[config.mk]
export PLATFORM = sky130hd
export DESIGN_NAME = gpb_bank
export DESIGN_NICKNAME = d
export VERILOG_FILES = /design/src/rtl/gpb_pkg.sv /design/src/rtl/gpb_pin_cell.sv /design/src/rtl/gpb_bank.sv
export SDC_FILE = /design/constraint.sdc
export NUM_CORES = 1
export LEC_CHECK = 0
export ABC_AREA = 1
export BUFFER_PORTS_ARGS = -buffer_cell sky130_fd_sc_hd__buf_4
export CORE_MARGIN = 2
export CORE_UTILIZATION = 31
export CTS_CLUSTER_DIAMETER = 60
export DETAILED_ROUTE_END_ITERATION = 10
export PLACE_DENSITY = 0.57
export SYNTH_ARGS = -nofsm -noshare
export SYNTH_HDL_FRONTEND = slang
export SYNTH_HIERARCHICAL = 1
export SYNTH_SLANG_ARGS = --single-unit
[constraint.sdc]
create_clock -name pclk -period 1.3 [get_ports pclk]
set_input_delay 0.195 -clock pclk [delete_from_list [all_inputs] [get_ports pclk]]
set_output_delay 0.195 -clock pclk [all_outputs]
set_load 0.02 [all_outputs]
[src/rtl/gpb_pkg.sv]
`default_nettype none
// shared constants for the general pin enable / direction bank
package gpb_pkg;

  // widths of the pin field and of the apb slave
  localparam int unsigned GPB_NUM_PINS  = 16;
  localparam int unsigned GPB_DATA_W    = 32;
  localparam int unsigned GPB_ADDR_W    = 32;
  localparam int unsigned GPB_STRB_W    = 4;
  localparam int unsigned GPB_LANE_W    = 8;
  localparam int unsigned GPB_PIN_LANES = 2;

  // register byte addresses
  localparam logic [31:0] GPB_ENABLE_ADDR     = 32'h01B0_0000;
  localparam logic [31:0] GPB_DIRECTION_ADDR  = 32'h01B0_0004;
  localparam logic [31:0] GPB_PIN_STATUS_ADDR = 32'h01B0_0040;

  // field positions: pin x is bit x, levels sit in the status upper half
  localparam int unsigned GPB_PIN_LSB          = 0;
  localparam int unsigned GPB_STATUS_LEVEL_LSB = 16;

  // reset values
  localparam logic [15:0] GPB_ENABLE_RST    = 16'h00F9;
  localparam logic [15:0] GPB_DIRECTION_RST = 16'h0000;
  localparam logic [15:0] GPB_RESERVED_ZERO = 16'h0000;
  localparam logic [31:0] GPB_RDATA_IDLE    = 32'h0000_0000;

  // per-pin bit meanings
  localparam logic GPB_PIN_ENABLED = 1'b1;
  localparam logic GPB_DIR_INPUT   = 1'b0;
  localparam logic GPB_DIR_OUTPUT  = 1'b1;

  // decoded register targets
  typedef enum {
    GPB_SEL_NONE,
    GPB_SEL_ENABLE,
    GPB_SEL_DIRECTION,
    GPB_SEL_STATUS
  } gpb_sel_e;

endpackage
`default_nettype wire

[src/rtl/gpb_pin_cell.sv]
`timescale 1ns/10ps
`default_nettype none
// one general pin: steers the pad between the general function and the other function
module gpb_pin_cell
  import gpb_pkg::*;
(
  // clock and reset
  input  wire logic pclk,
  input  wire logic presetn,
  // configuration bits
  input  wire logic enable_bit,
  input  wire logic direction_bit,
  // core side of the general function
  input  wire logic core_out,
  output logic      core_in,
  // other function sharing the pad
  input  wire logic alt_out,
  input  wire logic alt_oe,
  output logic      alt_in,
  // pad
  input  wire logic pad_in,
  output logic      pad_out,
  output logic      pad_oe
);

  typedef struct packed {
    logic pad_out;
    logic pad_oe;
    logic core_in;
    logic alt_in;
  } gpb_cell_state_s;

  gpb_cell_state_s state_reg;
  gpb_cell_state_s state_next;

  // pad ownership and drive
  always_comb
  begin
    state_next = state_reg;
    // [RQ2] enable hands pad
    if (enable_bit == GPB_PIN_ENABLED)
    begin
      // [RQ3] input never driven
      // [RQ4] output drives pad
      state_next.pad_oe  = (direction_bit == GPB_DIR_OUTPUT);
      state_next.pad_out = core_out;
      state_next.core_in = pad_in;
      state_next.alt_in  = 1'b0;
    end
    else
    begin
      // [RQ5] direction ignored here
      state_next.pad_oe  = alt_oe;
      state_next.pad_out = alt_out;
      state_next.core_in = 1'b0;
      state_next.alt_in  = pad_in;
    end
  end

  // state register, released pad after reset
  always_ff @(posedge pclk or negedge presetn)
  begin
    if (!presetn)
      state_reg <= '0;
    else
      state_reg <= state_next;
  end

  assign pad_out = state_reg.pad_out;
  assign pad_oe  = state_reg.pad_oe;
  assign core_in = state_reg.core_in;
  assign alt_in  = state_reg.alt_in;

endmodule
`default_nettype wire

[src/rtl/gpb_bank.sv]
// What this block does
// [RQ1] sixteen general pins 0..15, pin x uses bit x of both registers
// [RQ2] a pin is general-purpose only while its enable bit is 1
// [RQ3] enabled pin with direction 0 is an input and is not driven
// [RQ4] enabled pin with direction 1 is driven as an output
// [RQ5] direction bit has no effect on a disabled pin
// [RQ6] all direction bits reset to 0, every enabled pin an input
// [RQ7] enable resets with bits 0,3,4,5,6,7 set, all others clear
// [RQ8] every enable and direction bit reads back the last value written
// [RQ9] enable register decoded at byte address 0x01B00000
// [RQ10] direction register decoded at byte address 0x01B00004
// [RQ11] bits 31..16 of both registers read zero and ignore writes
//
// Register access over APB was chosen for this implementation.
`timescale 1ns/10ps
`default_nettype none
module gpb_bank
(
  // clock and reset
  input  wire logic                              pclk,
  input  wire logic                              presetn,
  // apb slave
  input  wire logic                              psel,
  input  wire logic                              penable,
  input  wire logic                              pwrite,
  input  wire logic [gpb_pkg::GPB_ADDR_W-1:0]    paddr,
  input  wire logic [gpb_pkg::GPB_DATA_W-1:0]    pwdata,
  input  wire logic [gpb_pkg::GPB_STRB_W-1:0]    pstrb,
  output logic      [gpb_pkg::GPB_DATA_W-1:0]    prdata,
  output logic                                   pready,
  output logic                                   pslverr,
  // pad side of the general pins
  input  wire logic [gpb_pkg::GPB_NUM_PINS-1:0]  general_pins_in,
  output logic      [gpb_pkg::GPB_NUM_PINS-1:0]  general_pins_out,
  output logic      [gpb_pkg::GPB_NUM_PINS-1:0]  general_pins_oe,
  // core side of the general function
  input  wire logic [gpb_pkg::GPB_NUM_PINS-1:0]  gp_out_value,
  output logic      [gpb_pkg::GPB_NUM_PINS-1:0]  gp_in_value,
  // other function sharing the pads
  input  wire logic [gpb_pkg::GPB_NUM_PINS-1:0]  alt_out,
  input  wire logic [gpb_pkg::GPB_NUM_PINS-1:0]  alt_oe,
  output logic      [gpb_pkg::GPB_NUM_PINS-1:0]  alt_in
);
  import gpb_pkg::*;

  typedef struct packed {
    logic [GPB_NUM_PINS-1:0] per_pin_enable_bit;
    logic [GPB_NUM_PINS-1:0] per_pin_direction_bit;
    logic [GPB_DATA_W-1:0]   rdata;
    logic                    slverr;
    logic                    first_cycle;
  } gpb_bank_state_s;

  localparam gpb_bank_state_s GPB_STATE_RST = '{
    per_pin_enable_bit:    GPB_ENABLE_RST,
    per_pin_direction_bit: GPB_DIRECTION_RST,
    rdata:                 GPB_RDATA_IDLE,
    slverr:                1'b0,
    first_cycle:           1'b1
  };

  gpb_bank_state_s state_reg;
  gpb_bank_state_s state_next;

  gpb_sel_e                sel;
  logic                    setup_phase;
  logic                    access_phase;
  logic [GPB_NUM_PINS-1:0] pin_function_enable;
  logic [GPB_NUM_PINS-1:0] pin_direction_select;

  // address decode, full 32-bit compare
  function automatic gpb_sel_e decode_addr(input logic [GPB_ADDR_W-1:0] addr);
    gpb_sel_e s;
    s = GPB_SEL_NONE;
    case (addr)
      // [RQ9] enable register address
      GPB_ENABLE_ADDR:     s = GPB_SEL_ENABLE;
      // [RQ10] direction register address
      GPB_DIRECTION_ADDR:  s = GPB_SEL_DIRECTION;
      GPB_PIN_STATUS_ADDR: s = GPB_SEL_STATUS;
      default:             s = GPB_SEL_NONE;
    endcase
    return s;
  endfunction

  // byte-lane merge of a write into a pin field; lanes 2 and 3 hold nothing
  function automatic logic [GPB_NUM_PINS-1:0] merge_lanes(
    input logic [GPB_NUM_PINS-1:0] old_val,
    input logic [GPB_DATA_W-1:0]   wdata,
    input logic [GPB_STRB_W-1:0]   strb
  );
    logic [GPB_NUM_PINS-1:0] v;
    v = old_val;
    for (int l = 0; l < GPB_PIN_LANES; l++)
    begin
      if (strb[l])
        v[l*GPB_LANE_W +: GPB_LANE_W] = wdata[l*GPB_LANE_W +: GPB_LANE_W];
    end
    return v;
  endfunction

  // bus phases
  assign sel          = decode_addr(paddr);
  assign setup_phase  = psel && !penable;
  assign access_phase = psel && penable;

  assign pin_function_enable  = state_reg.per_pin_enable_bit;
  assign pin_direction_select = state_reg.per_pin_direction_bit;

  // register file next state
  always_comb
  begin
    state_next             = state_reg;
    state_next.first_cycle = 1'b0;
    // setup: prepare the answer so prdata comes from a flop
    if (setup_phase)
    begin
      state_next.rdata  = GPB_RDATA_IDLE;
      state_next.slverr = 1'b0;
      case (sel)
        GPB_SEL_ENABLE:
        begin
          // [RQ11] upper half reads zero
          if (!pwrite)
            state_next.rdata = {GPB_RESERVED_ZERO, pin_function_enable};
        end
        GPB_SEL_DIRECTION:
        begin
          if (!pwrite)
            state_next.rdata = {GPB_RESERVED_ZERO, pin_direction_select};
        end
        GPB_SEL_STATUS:
        begin
          if (pwrite)
            state_next.slverr = 1'b1;
          else
            state_next.rdata = {general_pins_in, general_pins_oe};
        end
        default:
          state_next.slverr = 1'b1;
      endcase
    end
    // access: write takes effect at the single completing edge
    if (access_phase && pwrite && !state_reg.slverr)
    begin
      // [RQ8] software writes bits
      // [RQ11] upper lanes ignored
      case (sel)
        GPB_SEL_ENABLE:
          state_next.per_pin_enable_bit =
            merge_lanes(state_reg.per_pin_enable_bit, pwdata, pstrb);
        GPB_SEL_DIRECTION:
          state_next.per_pin_direction_bit =
            merge_lanes(state_reg.per_pin_direction_bit, pwdata, pstrb);
        default:
          state_next.slverr = state_reg.slverr;
      endcase
    end
  end

  // state register
  always_ff @(posedge pclk or negedge presetn)
  begin
    // [RQ6] directions reset input
    // [RQ7] enable reset pattern
    if (!presetn)
      state_reg <= GPB_STATE_RST;
    else
      state_reg <= state_next;
  end

  // apb answer: zero wait states
  assign pready  = access_phase;
  assign pslverr = access_phase && state_reg.slverr;
  assign prdata  = state_reg.rdata;

  // one pad cell per pin
  // [RQ1] bit x drives pin x
  for (genvar i = 0; i < GPB_NUM_PINS; i++)
  begin : g_pin
    gpb_pin_cell u_cell (
      .pclk          (pclk),
      .presetn       (presetn),
      .enable_bit    (pin_function_enable[i]),
      .direction_bit (pin_direction_select[i]),
      .core_out      (gp_out_value[i]),
      .core_in       (gp_in_value[i]),
      .alt_out       (alt_out[i]),
      .alt_oe        (alt_oe[i]),
      .alt_in        (alt_in[i]),
      .pad_in        (general_pins_in[i]),
      .pad_out       (general_pins_out[i]),
      .pad_oe        (general_pins_oe[i])
    );
  end
endmodule
`default_nettype wire

==> flow_summary.json <==
{
  "design_area_um2": 9130,
  "crit_required_ns": 1.65,
  "routed_wirelength_um": 17100,
  "ys_warn_count": 6,
  "synth_enable_flop_cells": 0,
  "rows": 49,
  "postLayoutCoreUtil_pct": 50.8,
  "n_fill_cell": 1692,
  "p_total_mw": 9.40,
  "ir_drop_v": 0.000820,
  "reg2regPathDepth": 5,
  "end_kind": "flip-flop",
  "cts_buffer_depth": 2,
  "synth.most_common_cell": "nand2_1",
  "power.density_nw_per_um2": 1030,
  "pwr-share-comb_pct": 10.8,
  "slew_headroom_pct": 79.7,
  "syn_area_um2": 5680,
  "synthFlopType": "dfrtp_1",
  "ys_seq_elements": 129,
  "synth_top_area_share_pct": 54.2,
  "rsz0062_at_grt": "true",
  "vias_per_cell": 4.37,
  "power_frac_seq_pct": 43.9,
  "ys_async_sr_fraction_pct": 100,
  "gr-usage-all-layers_pct": 17.8,
  "htreeDepth": 4,
  "drv_slew": 0,
  "syn_to_final_growth_pct": 60.7,
  "min_path_type": "in -> reg",
  "start_util_pct": 31.6,
  "gp_congestion": 0.749,
  "max_freq_ghz": 0.741,
  "cp-start-kind": "input pin",
  "root_buffer": "clkbuf_16",
  "cp_max_fo": 8,
  "path_clk_slew_ns": 0.06,
  "avgSynthCellArea_um2": 8.18,
  "wl_per_cell_um": 14.2,
  "largest_reg_flops": 32,
  "cp.arrival_ns": 1.70,
  "worst_slack_ns": -0.0496,
  "num_antenna_cells": 0,
  "cts_buffers": 17,
  "drtIter0Drc": 314,
  "die_y_um": 139,
  "synthesis.nets": 836,
  "hold_depth": 3,
  "drive_above_1_share_pct": 36.1,
  "yosysSeqAreaShare_pct": 56.9,
  "finalWorstPathRequiredPeriod_ns": 1.35,
  "cts_tree": "yes",
  "antenna_found_initial": 0,
  "clkLatencyLatePin_ns": 0.41,
  "dp_slack_ns": -0.504,
  "dr_total_vias": 5263,
  "die_x_um": 139,
  "post-route-period-util_pct": 104,
  "grt_pass1_vias": 5338,
  "syn_inst": 695,
  "synthTopCellsByArea": "dfrtp_1 54%, nand2_1 21%, buf_4 4.2%",
  "setup_viol": 21,
  "io_pins": 235,
  "worstMarginPinSlew_ns": 0.304,
  "cts.sink_count": 129,
  "finalNonFillerCells": 1204,
  "worstSetupPathType": "in -> reg",
  "yosysTopAreaCell": "dfrtp_1",
  "antenna_left": 0,
  "core-area_um2": 18000,
  "failed_checks": "negative setup slack",
  "die_area_um2": 19400,
  "drv_cap": 0,
  "p_sw_mw": 2.18,
  "gr-total-overflow": 0,
  "p_leak_nw": 4.88,
  "grt_start_max_net_pins": 31,
  "grt_pass1_wl_um": 27300,
  "p_int_mw": 7.22,
  "dp.cells": 1100,
  "status": "finished, violations left",
  "drt_first_pass_iters": 4,
  "io_buffers": 216,
  "synth_commonest_cells": "321 x nand2_1, 123 x dfrtp_1, 50 x inv_1",
  "finClkSkew_ns": 0.0105,
  "netSwitchingFraction_pct": 23.2,
  "final_hold_viol_count": 0,
  "synth_cell_types": 18,
  "route.detailed.drc": 0,
  "pwr-share-clk_pct": 45.2,
  "hpwl_um": 11400,
  "nets": 1103,
  "postPlaceCellArea_um2": 7660
}
## metrics by stage
step,setup TNS (ns),hold slack [ns]
floorplan,-6.53,-0.101
global placement,-28.13,0.0886
detailed placement,-30.30,0.0910
CTS,-0.200,0.00141
global route,-5.71,0.0102
finish,-0.573,0.00291
## cell type report
type                            instances  area (um2)  area share, %
Clock buffer                           27         493           5.40
Clock inverter                          5        32.5          0.356
Sequential cell                       129        3240           35.4
Multi-Input combinational cell        443        2180           23.9
Inverter                               66         248           2.71
Tap cell                              229         287           3.14
Timing Repair Buffer                  305        2650           29.0
## placed cells by master, fill, tap and decap left out, drive strengths merged
cell type    count
inv             66
nand2          321
o211ai           1
clkinvlp         3
nand4           33
ha               4
clkbuf          29
clkinv           2
o21ai            2
dfrtp          123
nor2            38
dfstp            6
buf            244
dlygate4sd3     59
xnor2            1
nand3           40
nor3             3
## power groups by stage
stage / Combinational (mW) / Clock, mW / Sequential, mW
after floorplan: 0.146 / 0 / 4.30
after global placement: 0.845 / 0 / 4.20
after detailed placement: 0.852 / 0 / 4.20
after CTS: 1.00 / 4.36 / 4.13
after global routing: 1.11 / 4.56 / 4.14
final: 1.02 / 4.25 / 4.13
## final timing paths
kind | from | end | slack (ns)
worst max-delay path | paddr[17] | prdata[28] | -0.05
worst min-delay path | gp_out_value[15] | g_pin[15].u_cell/pad_out | 0.003
worst max register to register | state_reg[1] | pin_function_enable[1] | 0.08
worst min register to register | prdata[10] | prdata[10] | 0.47
max in group asynchronous | presetn | pin_function_enable[7] | 0.50
min in group asynchronous | presetn | g_pin[15].u_cell/pad_out | 0.23
## timing repair
item,in CTS,in global routing
gates resized for setup,17,30
pin swaps,3,13
buffers inserted,4,7
hold endpoints to repair,176,0
cloned,1,2
hold buffers,59,0
endpoints found under the setup margin,64,61
## routing by layer
metal | wire [um] | vias up | global-route usage, %
li1 | - | 2643 | -
met1 | 7560 | 2439 | 23.8
met2 | 8340 | 172 | 28.7
met3 | 1040 | 9 | 4.44
met4 | 142 | 0 | 5.32
met5 | 0 | - | 0
## critical path: stages
cell and delay [ns]:
buf_4 0.11, nor2_1 0.08, nand2_1 0.07, inv_1 0.05, nand2_1 0.05, nor2_2 0.15
nand3_2 0.13, ha_4 0.19, nor3_4 0.20, buf_6 0.16, clkbuf_16 0.17, nand3_1 0.07
nand2_1 0.06
## cells by family after synthesis
family          synth area share [%]
compound gates                 0.308
xor+xnor                       0.154
fa+ha+maj                      0.881
buf+inv                         10.4
flops                           56.9
simple gates                    31.3
(Power assumes the default switching activity.)
